==> src/rtl/obcd_map.svh <==
/*
 Offsets-free constant map for the option byte decoder: field positions,
 reset values and timing counts. Assumes inclusion from design files only.
*/
`ifndef OBCD_MAP_SVH
`define OBCD_MAP_SVH
`define OBCD_BYTE_W 8
`define OBCD_ERASED 8'hff
`define OBCD_CLEARED 8'h00
`define OBCD_RSVD_MASK 8'hfc
`define OBCD_PKG_BIT 1
`define OBCD_PROT_BIT 0
`define OBCD_CF_BIT 7
`define OBCD_OSC_HI 6
`define OBCD_OSC_LO 4
`define OBCD_LVD_HI 3
`define OBCD_LVD_LO 2
`define OBCD_HALT_BIT 1
`define OBCD_WDG_BIT 0
`define OBCD_ERASE_NS 100
`define OBCD_CLK_NS 10
`define OBCD_ERASE_CYC ((`OBCD_ERASE_NS + `OBCD_CLK_NS - 1) / `OBCD_CLK_NS)
`endif

==> src/rtl/obcd_pkg.sv <==
/*
 Types shared by the option byte decoder. Assumes the map header for numbers.
*/
package obcd_pkg;
   typedef enum logic [2:0] {
      OBCD_OSC_HS,
      OBCD_OSC_MHS,
      OBCD_OSC_MLS,
      OBCD_OSC_LS,
      OBCD_OSC_EXT_NO,
      OBCD_OSC_EXT_RC,
      OBCD_OSC_INT_RC,
      OBCD_OSC_EXT_CLK
   } obcd_osc_t;
   typedef enum logic [1:0] {
      OBCD_LVD_LOW,
      OBCD_LVD_MED,
      OBCD_LVD_HIGH,
      OBCD_LVD_OFF
   } obcd_lvd_t;
   typedef enum logic [1:0] {
      OBCD_ST_IDLE,
      OBCD_ST_ERASE,
      OBCD_ST_DONE
   } obcd_state_t;
endpackage

==> src/rtl/obcd_decode.sv <==
/*
 Pure field decoder for the two option bytes.
 Assumes byte values are already latched and stable.
*/
`timescale 1ns/1ps
`include "obcd_map.svh"
module obcd_decode
   import obcd_pkg::*;
(
   input wire logic [7:0] pkg_byte,
   input wire logic [7:0] clk_byte,
   output logic pin_count_large,
   output logic readout_protect,
   output logic clock_filter_off,
   output obcd_osc_t clock_source_select,
   output obcd_lvd_t brownout_level,
   output logic halt_reset_on_watchdog,
   output logic watchdog_soft_enable
);
   // Field extraction; enum orders match the raw encodings.
   always_comb begin
      pin_count_large = pkg_byte[`OBCD_PKG_BIT];
      readout_protect = pkg_byte[`OBCD_PROT_BIT];
      clock_filter_off = clk_byte[`OBCD_CF_BIT];
      clock_source_select = obcd_osc_t'(clk_byte[`OBCD_OSC_HI:`OBCD_OSC_LO]);
      brownout_level = obcd_lvd_t'(clk_byte[`OBCD_LVD_HI:`OBCD_LVD_LO]);
      halt_reset_on_watchdog = clk_byte[`OBCD_HALT_BIT];
      watchdog_soft_enable = clk_byte[`OBCD_WDG_BIT];
   end
endmodule

==> src/rtl/obcd_top.sv <==
/*
 Option byte store and configuration decoder. Holds the two non-volatile
 option bytes, accepts writes only in programming mode, erases on clearing
 the protection bit and drives latched configuration to other units.
 Assumes a programming port synchronous to clock and non-volatile retention
 modelled by the stored registers across device reset.
*/
`timescale 1ns/1ps
`include "obcd_map.svh"
// Functional notes
// - Byte 1 bit 1 selects small (0) or large (1) package variant.
// - Byte 1 bit 0 set blocks external program memory reads.
// - Clearing protection erases whole memory, option bytes included, to zero.
// - Unprogrammed parts hold all ones, so options default to one.
// - Option bytes are reachable only in programming mode, not mapped.
// - Byte 2 bit 7 low enables clock filter, high disables it.
// - Byte 2 bits 6:4 select main oscillator source.
// - Byte 2 bits 3:2 select brownout threshold or off.
// - Byte 2 bit 1 set makes halt with watchdog active reset.
// - Byte 2 bit 0 low runs watchdog always; high waits for software.
// - Factory-coded parts use fixed constant options, unchangeable by programming.
module obcd_top
   import obcd_pkg::*;
#(
   parameter bit FACTORY_CODED = 1'b0,
   parameter logic [7:0] FACTORY_BYTE1 = 8'hff,
   parameter logic [7:0] FACTORY_BYTE2 = 8'hff,
   parameter int ERASE_CYCLES = `OBCD_ERASE_CYC
) (
   input wire logic clock,
   input wire logic rst,
   input wire logic clk_en,
   input wire logic prog_mode,
   input wire logic prog_wr,
   input wire logic prog_sel,
   input wire logic [7:0] prog_wdata,
   input wire logic prog_rd,
   output logic [7:0] prog_rdata,
   output logic prog_busy,
   output logic mem_erase,
   output logic pin_count_large,
   output logic readout_protect,
   output logic clock_filter_off,
   output obcd_osc_t clock_source_select,
   output obcd_lvd_t brownout_level,
   output logic halt_reset_on_watchdog,
   output logic watchdog_soft_enable
);
   localparam int CW = 8;

   // Non-volatile store, latched configuration and erase sequencer.
   // The store starts erased at power-on, as an unprogrammed part does.
   logic [7:0] nv1_r = `OBCD_ERASED;
   logic [7:0] nv2_r = `OBCD_ERASED;
   logic [7:0] nv1_nxt, nv2_nxt;
   logic [7:0] lat1_r, lat1_nxt, lat2_r, lat2_nxt;
   logic loaded_r, loaded_nxt;
   obcd_state_t st_r, st_nxt;
   logic [CW-1:0] cnt_r, cnt_nxt;
   logic [7:0] rdata_r, rdata_nxt;
   logic busy_r, busy_nxt, erase_r, erase_nxt;
   logic [7:0] eff1, eff2;
   logic d_pkg, d_prot, d_cf, d_halt, d_wdg;
   obcd_osc_t d_osc;
   obcd_lvd_t d_lvd;
   logic wr_ok;
   logic pkg_large_r, prot_r, cf_off_r, halt_r, wdg_r;
   obcd_osc_t osc_r;
   obcd_lvd_t lvd_r;

   // Factory parts ignore the stored bytes and use constants.
   assign eff1 = FACTORY_CODED ? FACTORY_BYTE1 : nv1_r;
   assign eff2 = FACTORY_CODED ? FACTORY_BYTE2 : nv2_r;
   // Writes count only in programming mode and not in factory parts.
   assign wr_ok = prog_mode && prog_wr && !busy_r && !FACTORY_CODED;

   // Store update, erase sequencing and programmer readback.
   always_comb begin
      nv1_nxt = nv1_r;
      nv2_nxt = nv2_r;
      st_nxt = st_r;
      cnt_nxt = cnt_r;
      busy_nxt = busy_r;
      erase_nxt = 1'b0;
      rdata_nxt = rdata_r;
      unique case (st_r)
         OBCD_ST_IDLE: begin
            if (wr_ok) begin
               if (!prog_sel) begin
                  // Reserved bits are forced high in case the tool slips.
                  nv1_nxt = prog_wdata | `OBCD_RSVD_MASK;
                  if (nv1_r[`OBCD_PROT_BIT] && !prog_wdata[`OBCD_PROT_BIT]) begin
                     st_nxt = OBCD_ST_ERASE;
                     cnt_nxt = CW'(ERASE_CYCLES - 1);
                     busy_nxt = 1'b1;
                     erase_nxt = 1'b1;
                  end
               end else begin
                  nv2_nxt = prog_wdata;
               end
            end
         end
         OBCD_ST_ERASE: begin
            erase_nxt = 1'b1;
            if (cnt_r == '0) begin
               nv1_nxt = `OBCD_CLEARED;
               nv2_nxt = `OBCD_CLEARED;
               st_nxt = OBCD_ST_DONE;
               erase_nxt = 1'b0;
            end else begin
               cnt_nxt = cnt_r - 1'b1;
            end
         end
         OBCD_ST_DONE: begin
            busy_nxt = 1'b0;
            st_nxt = OBCD_ST_IDLE;
         end
      endcase
      // Readback only in programming mode; protection does not hide options.
      if (prog_mode && prog_rd) begin
         rdata_nxt = prog_sel ? eff2 : eff1;
      end else if (!prog_mode) begin
         rdata_nxt = 8'h00;
      end
   end

   // Latch the effective bytes once at the first enabled edge after reset.
   always_comb begin
      lat1_nxt = lat1_r;
      lat2_nxt = lat2_r;
      loaded_nxt = loaded_r;
      if (!loaded_r) begin
         lat1_nxt = eff1;
         lat2_nxt = eff2;
         loaded_nxt = 1'b1;
      end
   end

   obcd_decode u_dec (
      .pkg_byte(lat1_r),
      .clk_byte(lat2_r),
      .pin_count_large(d_pkg),
      .readout_protect(d_prot),
      .clock_filter_off(d_cf),
      .clock_source_select(d_osc),
      .brownout_level(d_lvd),
      .halt_reset_on_watchdog(d_halt),
      .watchdog_soft_enable(d_wdg)
   );

   // Store registers survive device reset, standing in for non-volatile cells.
   // Giving them no reset branch is what keeps programmed options across resets.
   always_ff @(posedge clock) begin
      if (clk_en) begin
         nv1_r <= nv1_nxt;
         nv2_r <= nv2_nxt;
      end
   end

   // Control, latch and output registers.
   always_ff @(posedge clock or posedge rst) begin
      if (rst) begin
         st_r <= OBCD_ST_IDLE;
         cnt_r <= '0;
         busy_r <= 1'b0;
         erase_r <= 1'b0;
         rdata_r <= 8'h00;
         lat1_r <= `OBCD_ERASED;
         lat2_r <= `OBCD_ERASED;
         loaded_r <= 1'b0;
         pkg_large_r <= 1'b1;
         prot_r <= 1'b1;
         cf_off_r <= 1'b1;
         osc_r <= OBCD_OSC_EXT_CLK;
         lvd_r <= OBCD_LVD_OFF;
         halt_r <= 1'b1;
         wdg_r <= 1'b1;
      end else if (clk_en) begin
         st_r <= st_nxt;
         cnt_r <= cnt_nxt;
         busy_r <= busy_nxt;
         erase_r <= erase_nxt;
         rdata_r <= rdata_nxt;
         lat1_r <= lat1_nxt;
         lat2_r <= lat2_nxt;
         loaded_r <= loaded_nxt;
         pkg_large_r <= d_pkg;
         prot_r <= d_prot;
         cf_off_r <= d_cf;
         osc_r <= d_osc;
         lvd_r <= d_lvd;
         halt_r <= d_halt;
         wdg_r <= d_wdg;
      end
   end

   assign prog_rdata = rdata_r;
   assign prog_busy = busy_r;
   assign mem_erase = erase_r;
   assign pin_count_large = pkg_large_r;
   assign readout_protect = prot_r;
   assign clock_filter_off = cf_off_r;
   assign clock_source_select = osc_r;
   assign brownout_level = lvd_r;
   assign halt_reset_on_watchdog = halt_r;
   assign watchdog_soft_enable = wdg_r;

   // Once loaded, the latched bytes never move until the next reset.
   a_latch_hold: assert property (@(posedge clock) disable iff (rst)
      $past(loaded_r) && loaded_r |-> $stable(lat1_r) && $stable(lat2_r))
      else $error("latched option bytes changed");
   // Reserved bits of the stored first byte read high in idle unless an erase has cleared the byte.
   a_rsvd_ones: assert property (@(posedge clock) disable iff (rst)
      st_r == OBCD_ST_IDLE && !FACTORY_CODED && nv1_r != `OBCD_CLEARED
      |-> (nv1_r & `OBCD_RSVD_MASK) == `OBCD_RSVD_MASK)
      else $error("reserved option bits not high");
   // Clearing protection starts an erase on the next enabled edge.
   a_erase_start: assert property (@(posedge clock) disable iff (rst)
      clk_en && wr_ok && !prog_sel && nv1_r[0] && !prog_wdata[0]
      |=> st_r == OBCD_ST_ERASE && busy_r)
      else $error("erase not started");
   // Leaving the erase state leaves both bytes at zero.
   a_erase_zero: assert property (@(posedge clock) disable iff (rst)
      st_r == OBCD_ST_ERASE && clk_en && cnt_r == '0
      |=> nv1_r == `OBCD_CLEARED && nv2_r == `OBCD_CLEARED)
      else $error("erase left nonzero bytes");
   // Outside programming mode the store cannot change except by erase.
   a_no_prog_wr: assert property (@(posedge clock) disable iff (rst)
      !prog_mode && st_r == OBCD_ST_IDLE |=> $stable(nv1_r) && $stable(nv2_r))
      else $error("option byte written outside programming mode");
   // Readback is zero outside programming mode.
   a_rd_gated: assert property (@(posedge clock) disable iff (rst)
      clk_en && !prog_mode |=> prog_rdata == 8'h00)
      else $error("readback visible outside programming mode");
   // Factory parts present the fixed constants on their protection, package, filter and watchdog outputs, whatever is written.
   a_factory_fix: assert property (@(posedge clock) disable iff (rst)
      FACTORY_CODED && loaded_r && $past(loaded_r) && $past(clk_en)
      |-> readout_protect == FACTORY_BYTE1[`OBCD_PROT_BIT]
      && pin_count_large == FACTORY_BYTE1[`OBCD_PKG_BIT]
      && clock_filter_off == FACTORY_BYTE2[`OBCD_CF_BIT]
      && watchdog_soft_enable == FACTORY_BYTE2[`OBCD_WDG_BIT])
      else $error("factory options not fixed");
   // Outputs follow the latched bytes one enabled edge after loading.
   a_out_decode: assert property (@(posedge clock) disable iff (rst)
      loaded_r && $past(loaded_r) && $past(clk_en) |->
      readout_protect == lat1_r[0] && pin_count_large == lat1_r[1]
      && clock_filter_off == lat2_r[7] && watchdog_soft_enable == lat2_r[0]
      && halt_reset_on_watchdog == lat2_r[1]
      && clock_source_select == obcd_osc_t'(lat2_r[6:4])
      && brownout_level == obcd_lvd_t'(lat2_r[3:2]))
      else $error("decoded outputs disagree with latched bytes");
   // An accepted first-byte write lands with its reserved bits forced high.
   a_wr1_lands: assert property (@(posedge clock) disable iff (rst)
      clk_en && wr_ok && !prog_sel
      |=> nv1_r == ($past(prog_wdata) | `OBCD_RSVD_MASK))
      else $error("first option byte write lost");
   // An accepted second-byte write lands exactly as written.
   a_wr2_lands: assert property (@(posedge clock) disable iff (rst)
      clk_en && wr_ok && prog_sel
      |=> nv2_r == $past(prog_wdata))
      else $error("second option byte write lost");
   // While the erase counts down no write reaches the store.
   a_busy_block: assert property (@(posedge clock) disable iff (rst)
      clk_en && st_r == OBCD_ST_ERASE && cnt_r != '0
      |=> $stable(nv1_r) && $stable(nv2_r))
      else $error("store changed during erase");
   // The erase marker never shows without the busy flag.
   a_erase_flag: assert property (@(posedge clock) disable iff (rst)
      mem_erase |-> prog_busy && st_r != OBCD_ST_IDLE)
      else $error("erase marker without busy");
   // The closing step of an erase frees the programming port.
   a_erase_done: assert property (@(posedge clock) disable iff (rst)
      clk_en && st_r == OBCD_ST_DONE
      |=> !prog_busy && !mem_erase && st_r == OBCD_ST_IDLE)
      else $error("erase did not finish");
   // Before the first enabled edge after reset the outputs show an erased part.
   a_reset_blank: assert property (@(posedge clock) disable iff (rst)
      !loaded_r |-> readout_protect && pin_count_large && clock_filter_off
      && halt_reset_on_watchdog && watchdog_soft_enable
      && clock_source_select == OBCD_OSC_EXT_CLK && brownout_level == OBCD_LVD_OFF)
      else $error("outputs after reset not at erased values");
   // A read strobe on the first byte answers with it at the next edge.
   a_rd_first: assert property (@(posedge clock) disable iff (rst)
      clk_en && prog_mode && prog_rd && !prog_sel |=> prog_rdata == $past(eff1))
      else $error("first byte readback wrong");
   // A read strobe on the second byte answers with it at the next edge.
   a_rd_second: assert property (@(posedge clock) disable iff (rst)
      clk_en && prog_mode && prog_rd && prog_sel |=> prog_rdata == $past(eff2))
      else $error("second byte readback wrong");
   // Between read strobes in programming mode the answer stands unchanged.
   a_rd_hold: assert property (@(posedge clock) disable iff (rst)
      clk_en && prog_mode && !prog_rd |=> $stable(prog_rdata))
      else $error("readback changed without a read");
   // With the clock enable low at the last edge, the protection, brownout, busy, erase and readback outputs may not have moved.
   a_freeze_outs: assert property (@(posedge clock) disable iff (rst)
      !$past(clk_en) |-> $stable(readout_protect) && $stable(brownout_level)
      && $stable(prog_busy) && $stable(mem_erase) && $stable(prog_rdata))
      else $error("state moved while the clock enable was low");
endmodule

==> config.mk <==
export PLATFORM = sky130hd
export DESIGN_NAME = obcd_top
export DESIGN_NICKNAME = d
export VERILOG_FILES = /design/src/rtl/obcd_pkg.sv /design/src/rtl/obcd_decode.sv /design/src/rtl/obcd_top.sv
export VERILOG_INCLUDE_DIRS = /design/src /design/src/rtl
export SDC_FILE = /design/constraint.sdc
export NUM_CORES = 1
export LEC_CHECK = 0
export ABC_AREA = 1
export BUFFER_PORTS_ARGS = -buffer_cell sky130_fd_sc_hd__buf_2
export CELL_PAD_IN_SITES_DETAIL_PLACEMENT = 0
export CELL_PAD_IN_SITES_GLOBAL_PLACEMENT = 2
export CORE_MARGIN = 5
export CORE_UTILIZATION = 34
export DETAILED_ROUTE_END_ITERATION = 16
export PLACE_DENSITY_LB_ADDON = 0.1
export SLEW_MARGIN = 20
export SYNTH_ARGS = -nofsm -noshare
export SYNTH_HDL_FRONTEND = slang
export SYNTH_SLANG_ARGS = --single-unit
==> constraint.sdc <==
create_clock -name clock -period 2.7 [get_ports clock]
set_clock_uncertainty 0.15 [all_clocks]
set_input_delay 0.675 -clock clock [delete_from_list [all_inputs] [get_ports clock]]
set_output_delay 0.675 -clock clock [all_outputs]
set_load 0.02 [all_outputs]
Word-level counts from Yosys, hierarchy flattened
Cells that the tools add are included.
{"block": "classes", "addsub": 1, "multipliers": 0, "n_div": 0, "magnitude_cmp": 0, "n_eq_ne": 9, "shift": 0, "muxes": 29, "n_bitwise": 1, "reduce_logical": 17}
{"cell": "8-bit 2-to-1 mux", "count": 12}
{"cell": "8-bit case mux with 2 select lines", "count": 3}
{"cell": "5-bit AND reduction", "count": 4}
{"cell": "2-bit != test, second input constant", "count": 6}
{"cell": "8-bit logical NOT", "count": 1}
{"cell": "2-bit 2-to-1 mux", "count": 4}
{"cell": "8-bit by 1-bit subtractor with 8-bit output, second input constant", "count": 1}
{"cell": "1-bit 2-to-1 mux", "count": 7}
{"cell": "2-bit case mux with 3 select lines", "count": 1}
{"cell": "6-bit AND reduction", "count": 1}
{"cell": "1-bit logical AND", "count": 4}
{"cell": "1-bit case mux with 2 select lines", "count": 2}
{"cell": "2-bit AND reduction", "count": 2}
{"cell": "2-bit nonzero test", "count": 2}
{"cell": "2-bit by 1-bit equality test with 1-bit output, second input constant", "count": 1}
{"cell": "2-bit equality test, second input constant", "count": 1}
{"cell": "1-bit logical NOT", "count": 2}
{"cell": "2-bit logical NOT", "count": 1}
{"cell": "2-bit by 1-bit != test with 1-bit output, second input constant", "count": 1}
{"cell": "1-bit NOT", "count": 1}
{"block": "word_totals", "register_bits": 57, "latchBits": 0, "ram_bits": 0, "mem_bits_ro": 0, "inputBits": 15, "out_inout_bits": 20, "n_memories": 0}

Depth between registers and ports, before layout
{"block": "logic_depth", "depth_word": 6, "mapped_depth": 9, "mapped_depth_nobuf": 9}

Modules after synthesis
A second synthesis with hierarchy kept.
{"block": "hier_totals", "cells_unflattened": 267, "area_unflattened_um2": 2527.4}
{"mod": "obcd_top", "instances": 1, "cells_per_inst": 257, "area_each_um2": 2452.4}
{"mod": "obcd_decode", "instances": 1, "cells_per_inst": 10, "area_each_um2": 75.1}

Worst setup path before layout
Ideal clock, no wire load.
{"block": "synth_path", "path_type": "flip-flop to flip-flop", "startpoint": "reg st_r[0]", "endpoint": "reg nv2_r[0], in the netlist eff2[0], enable pin", "setup_time_ps": 370, "arrival_ps": 1382, "t_required_ps": 2180, "slack_ps": 798, "path_stages_with_launch": 7, "n_path_buf": 0, "synth_period_minus_slack_ps": 1902, "cell_sequence": "dfrtp_1 > inv_1 > ha_1 > nor2_1 > nor2_4 > nand3_1 > nor2_1"}
{"block": "synth_between", "elab_chain_cells": 3, "word_cells_on_any_way": 7}
{"element": "start: declaration", "line": "obcd_top.sv:58", "rtl": "obcd_state_t st_r, st_nxt;"}
{"element": "start signal: assignment", "line": "obcd_top.sv:179", "rtl": "st_r <= st_nxt;"}
{"element": "2-bit by 1-bit equality test with 1-bit output / 2-bit logical NOT (equally long branches)", "line": "obcd_top.sv:86", "rtl": "unique case (st_r)"}
{"element": "2-bit != test (no line) / 2-bit nonzero test (equally long branches)"}
{"element": "5-bit AND reduction (no line) (*)"}
{"element": "end signal: assignment", "line": "obcd_top.sv:156", "rtl": "nv2_r <= nv2_nxt;"}
{"element": "end: declaration", "line": "obcd_top.sv:54", "rtl": "logic [7:0] nv2_r = `OBCD_ERASED;"}
Mark *: on every way between the ends. The rest lies on a longest branch, timed or not.
A chain may end at the register's enable or synchronous reset.

Worst setup path in the final report
{"block": "layout_path", "startpoint": "reg st_r[0]", "endpoint": "reg nv2_r[5], in the netlist eff2[5], enable pin"}
The elaborated chain is that of the path after synthesis.

==> flow_metrics.env <==
export IMPL_status="complete, no violations"
export IMPL_grt_max_degree=42
export IMPL_cpMostUsedCell="nor2_1"
export IMPL_final_area_mm2=0.00280
export IMPL_drc_errors=0
export IMPL_via_count=1747
export IMPL_end_kind="register"
export IMPL_die_x_um=94.0
export IMPL_finalPower_uw=2330
export IMPL_synth_area_mm2=0.00240
export IMPL_routedWlPerCell_um=13.1
export IMPL_layout_nets=323
export IMPL_critPathRequiredTime_ns=2.58
export IMPL_synth_nets=282
export IMPL_dp_hpwl_mm=3.78
export IMPL_drive_above_1_share=0.280
export IMPL_setup_ws_ns=0.816
export IMPL_clk_path_buf_depth=2
export IMPL_wirelength_mm=5.24
export IMPL_die_h_um=94.0
export IMPL_dieArea_mm2=0.00884
export IMPL_yosys_area_top_type="dfrtp_1"
export IMPL_cts_root_buf="clkbuf_8"
export IMPL_slowest_delay_ns=0.40
export IMPL_syn_inst=262
export IMPL_grt_setup_unrepaired="false"
export IMPL_area_growth_pct=16.5
export IMPL_clkLatencyLatePin_ns=0.31
export IMPL_cts_buffers=5
export IMPL_synthTopCellsByArea="dfrtp_1 (22%), dfstp_2 (22%), edfxtp_1 (14%), nand2_1 (13%), inv_1 (5.5%)"
export IMPL_post_route_period_util=0.698
export IMPL_diodes=0
export IMPL_core_mm2=0.00683
export IMPL_yosysSeqAreaShare=0.576
export IMPL_synth_distinct_cells=25
export IMPL_max_freq_mhz=531
export IMPL_avgSynthCellArea_um2=9.16
export IMPL_num_io_pins=35
export IMPL_portBuffers=34
export IMPL_tightest_slew_ns=0.531
export IMPL_final_hold_violation_count=0
export IMPL_vias_per_cell=4.37
export IMPL_yosys_warnings=0
export IMPL_crit_buf_inv=2
export IMPL_ant_nets=0
export IMPL_cp_slowest_cell="dfrtp_1"
export IMPL_h_tree_depth=2
export IMPL_gp_congestion=0.691
export IMPL_detail_route_iter0_violations=56
export IMPL_dp_slack_ns=0.743
export IMPL_grt_util_all_layers=0.131
export IMPL_p_per_area_mw_per_mm2=834
export IMPL_grt_pass1_wl_mm=8.90
export IMPL_drt_pass1_iter_count=5
export IMPL_cts_hold_buf=0
export IMPL_critPathMaxFanout=8
export IMPL_crit_type="register to register"
export IMPL_cp_start_kind="register"
export IMPL_setup_viol=0
export IMPL_ctsResizeCount=0
export IMPL_nFillCells=719
export IMPL_path_delay_family="simple AND/OR/NAND/NOR gates"
export IMPL_maxCapViolations=0
export IMPL_num_rows=30
export IMPL_yosysTopAreaCellShare=0.219
export IMPL_cts_tree="yes"
export IMPL_antenna_found_initial=0
export IMPL_cts_sinks=52
export IMPL_p_leak_uw=0.00137
export IMPL_slew_violations=0
export IMPL_finalSetupTns_ns=0
export IMPL_dpl_cell_area_mm2=0.00271
export IMPL_crit_chain="inv_1 -> ha_1 -> nor2_1 -> nor2_4 -> nand3_1 -> nor2_1 -> buf_4"
export IMPL_hold_path_class="register to register"
export IMPL_worst_slew_margin_rel=0.646
export IMPL_ys_ff_latch=52
export IMPL_timing_hold_ws_ns=0.308
export IMPL_grt_pass1_vias=1776
export IMPL_worstPathArrival_ns=1.76
export IMPL_period_needed_ns=1.88
export IMPL_cts_setup_buffers=0
export IMPL_start_util=0.351
export IMPL_ir_worst_vdd_v=0.000333
export IMPL_clk_pin_slew_ns=0.10
export IMPL_overflow=0
## stage by stage
| step | util | instances |
|---|---|---|
| 2_1_floorplan | - | 262 |
| 3_3_place_gp | 0.396 | 392 |
| 3_5_place_dp | 0.396 | 392 |
| 4_1_cts | 0.409 | 400 |
| 5_1_grt | 0.409 | 400 |
| 6_report | 0.409 | 400 |
## registers in the layout (all words and copies together), names as in the netlist, 2 cells and up
| signal | cells |
|---|---|
| brownout_level | 2 |
| clock_source_select | 3 |
| eff1 | 3 |
| prog_rdata | 8 |
| cnt_r | 8 |
| st_r | 2 |
| lat2_r | 8 |
| eff2 | 8 |
| lat1_r | 2 |
## path summary, 6_finish.rpt
| kind | from | to | slack (ns) | depth (start not counted) |
|---|---|---|---|---|
| setup / recovery | st_r[0] | eff2[5] | 0.82 | 7 |
| hold / removal | loaded_r | loaded_r | 0.31 | 2 |
| setup reg to reg | st_r[0] | eff2[5] | 0.82 | 7 |
| hold reg to reg | loaded_r | loaded_r | 0.31 | 2 |
| max in group asynchronous | rst | lat2_r[2] | 1.69 | 3 |
| min in group asynchronous | rst | st_r[0] | 0.32 | 3 |
## worst reg2reg max path, delay by kind of cell, from the launching register on
family | cells | cell delay [ns]
buffers and inverters | 2 | 0.29
flip-flops | 1 | 0.40
adder cells (fa/ha/maj) | 1 | 0.31
AND/OR/NAND/NOR | 4 | 0.45
## cell usage in the layout (no fill, tap or decap), drive strengths merged, types with 8 or more instances in the layout
master / synthesis / layout
edfxtp: 11 / 11
nand3: 8 / 8
nor2: 27 / 27
nand2: 84 / 84
inv: 38 / 38
buf: 1 / 39
a21oi: 10 / 10
o22ai: 8 / 8
mux2: 8 / 8
dfstp: 20 / 20
o21ai: 11 / 11
dfrtp: 21 / 21
## cells by family (layout without fill, tap and decap cells)
group	count (synthesis)	count (layout)	share of synthesized area
and+or+nand+nor	123	123	0.220
DFF	52	52	0.576
buffers and inverters	43	85	0.0678
AOI/OAI and AO/OA	30	30	0.0693
muxes	8	8	0.0375
adders and majority gates	5	5	0.0261
xor gates and xnor gates	1	1	0.00365
## synthesized netlist by cell type, drive strengths merged
library cell,count
dfstp,20
mux2,8
ha,5
clkbuf,4
a21oi,10
nand3,8
xor2,1
o21bai,1
dfrtp,21
o21ai,11
buf,1
o22ai,8
inv,38
nor3,1
nand4,3
nor2,27
edfxtp,11
nand2,84
## report_power, final
group / switching [uW] / internal, uW / total, uW
clock: 276 / 185 / 461
combinational: 548 / 277 / 825
sequential: 89.0 / 957 / 1050
total: 913 / 1420 / 2330
## layout make-up
class | instances | area, um2 | area share
Sequential cell | 52 | 1380 | 0.494
Timing Repair Buffer | 39 | 208 | 0.0743
Multi-Input combinational cell | 167 | 856 | 0.306
Clock inverter | 2 | 16.3 | 0.00582
Clock buffer | 6 | 72.6 | 0.0260
Inverter | 38 | 143 | 0.0510
Tap cell | 96 | 120 | 0.0430
## layer usage
metal  routed length (um)  part of all wire  track usage  vias to the layer above
met3                  223             0.043       0.0377                        5
met5                    0                 0            0                        -
li1                     -                 -            -                      907
met2                 2290              0.44        0.198                       38
met4                   76             0.015       0.0433                        0
met1                 2650              0.51        0.180                      797
Note: power is estimated with default switching activity, not from simulation.
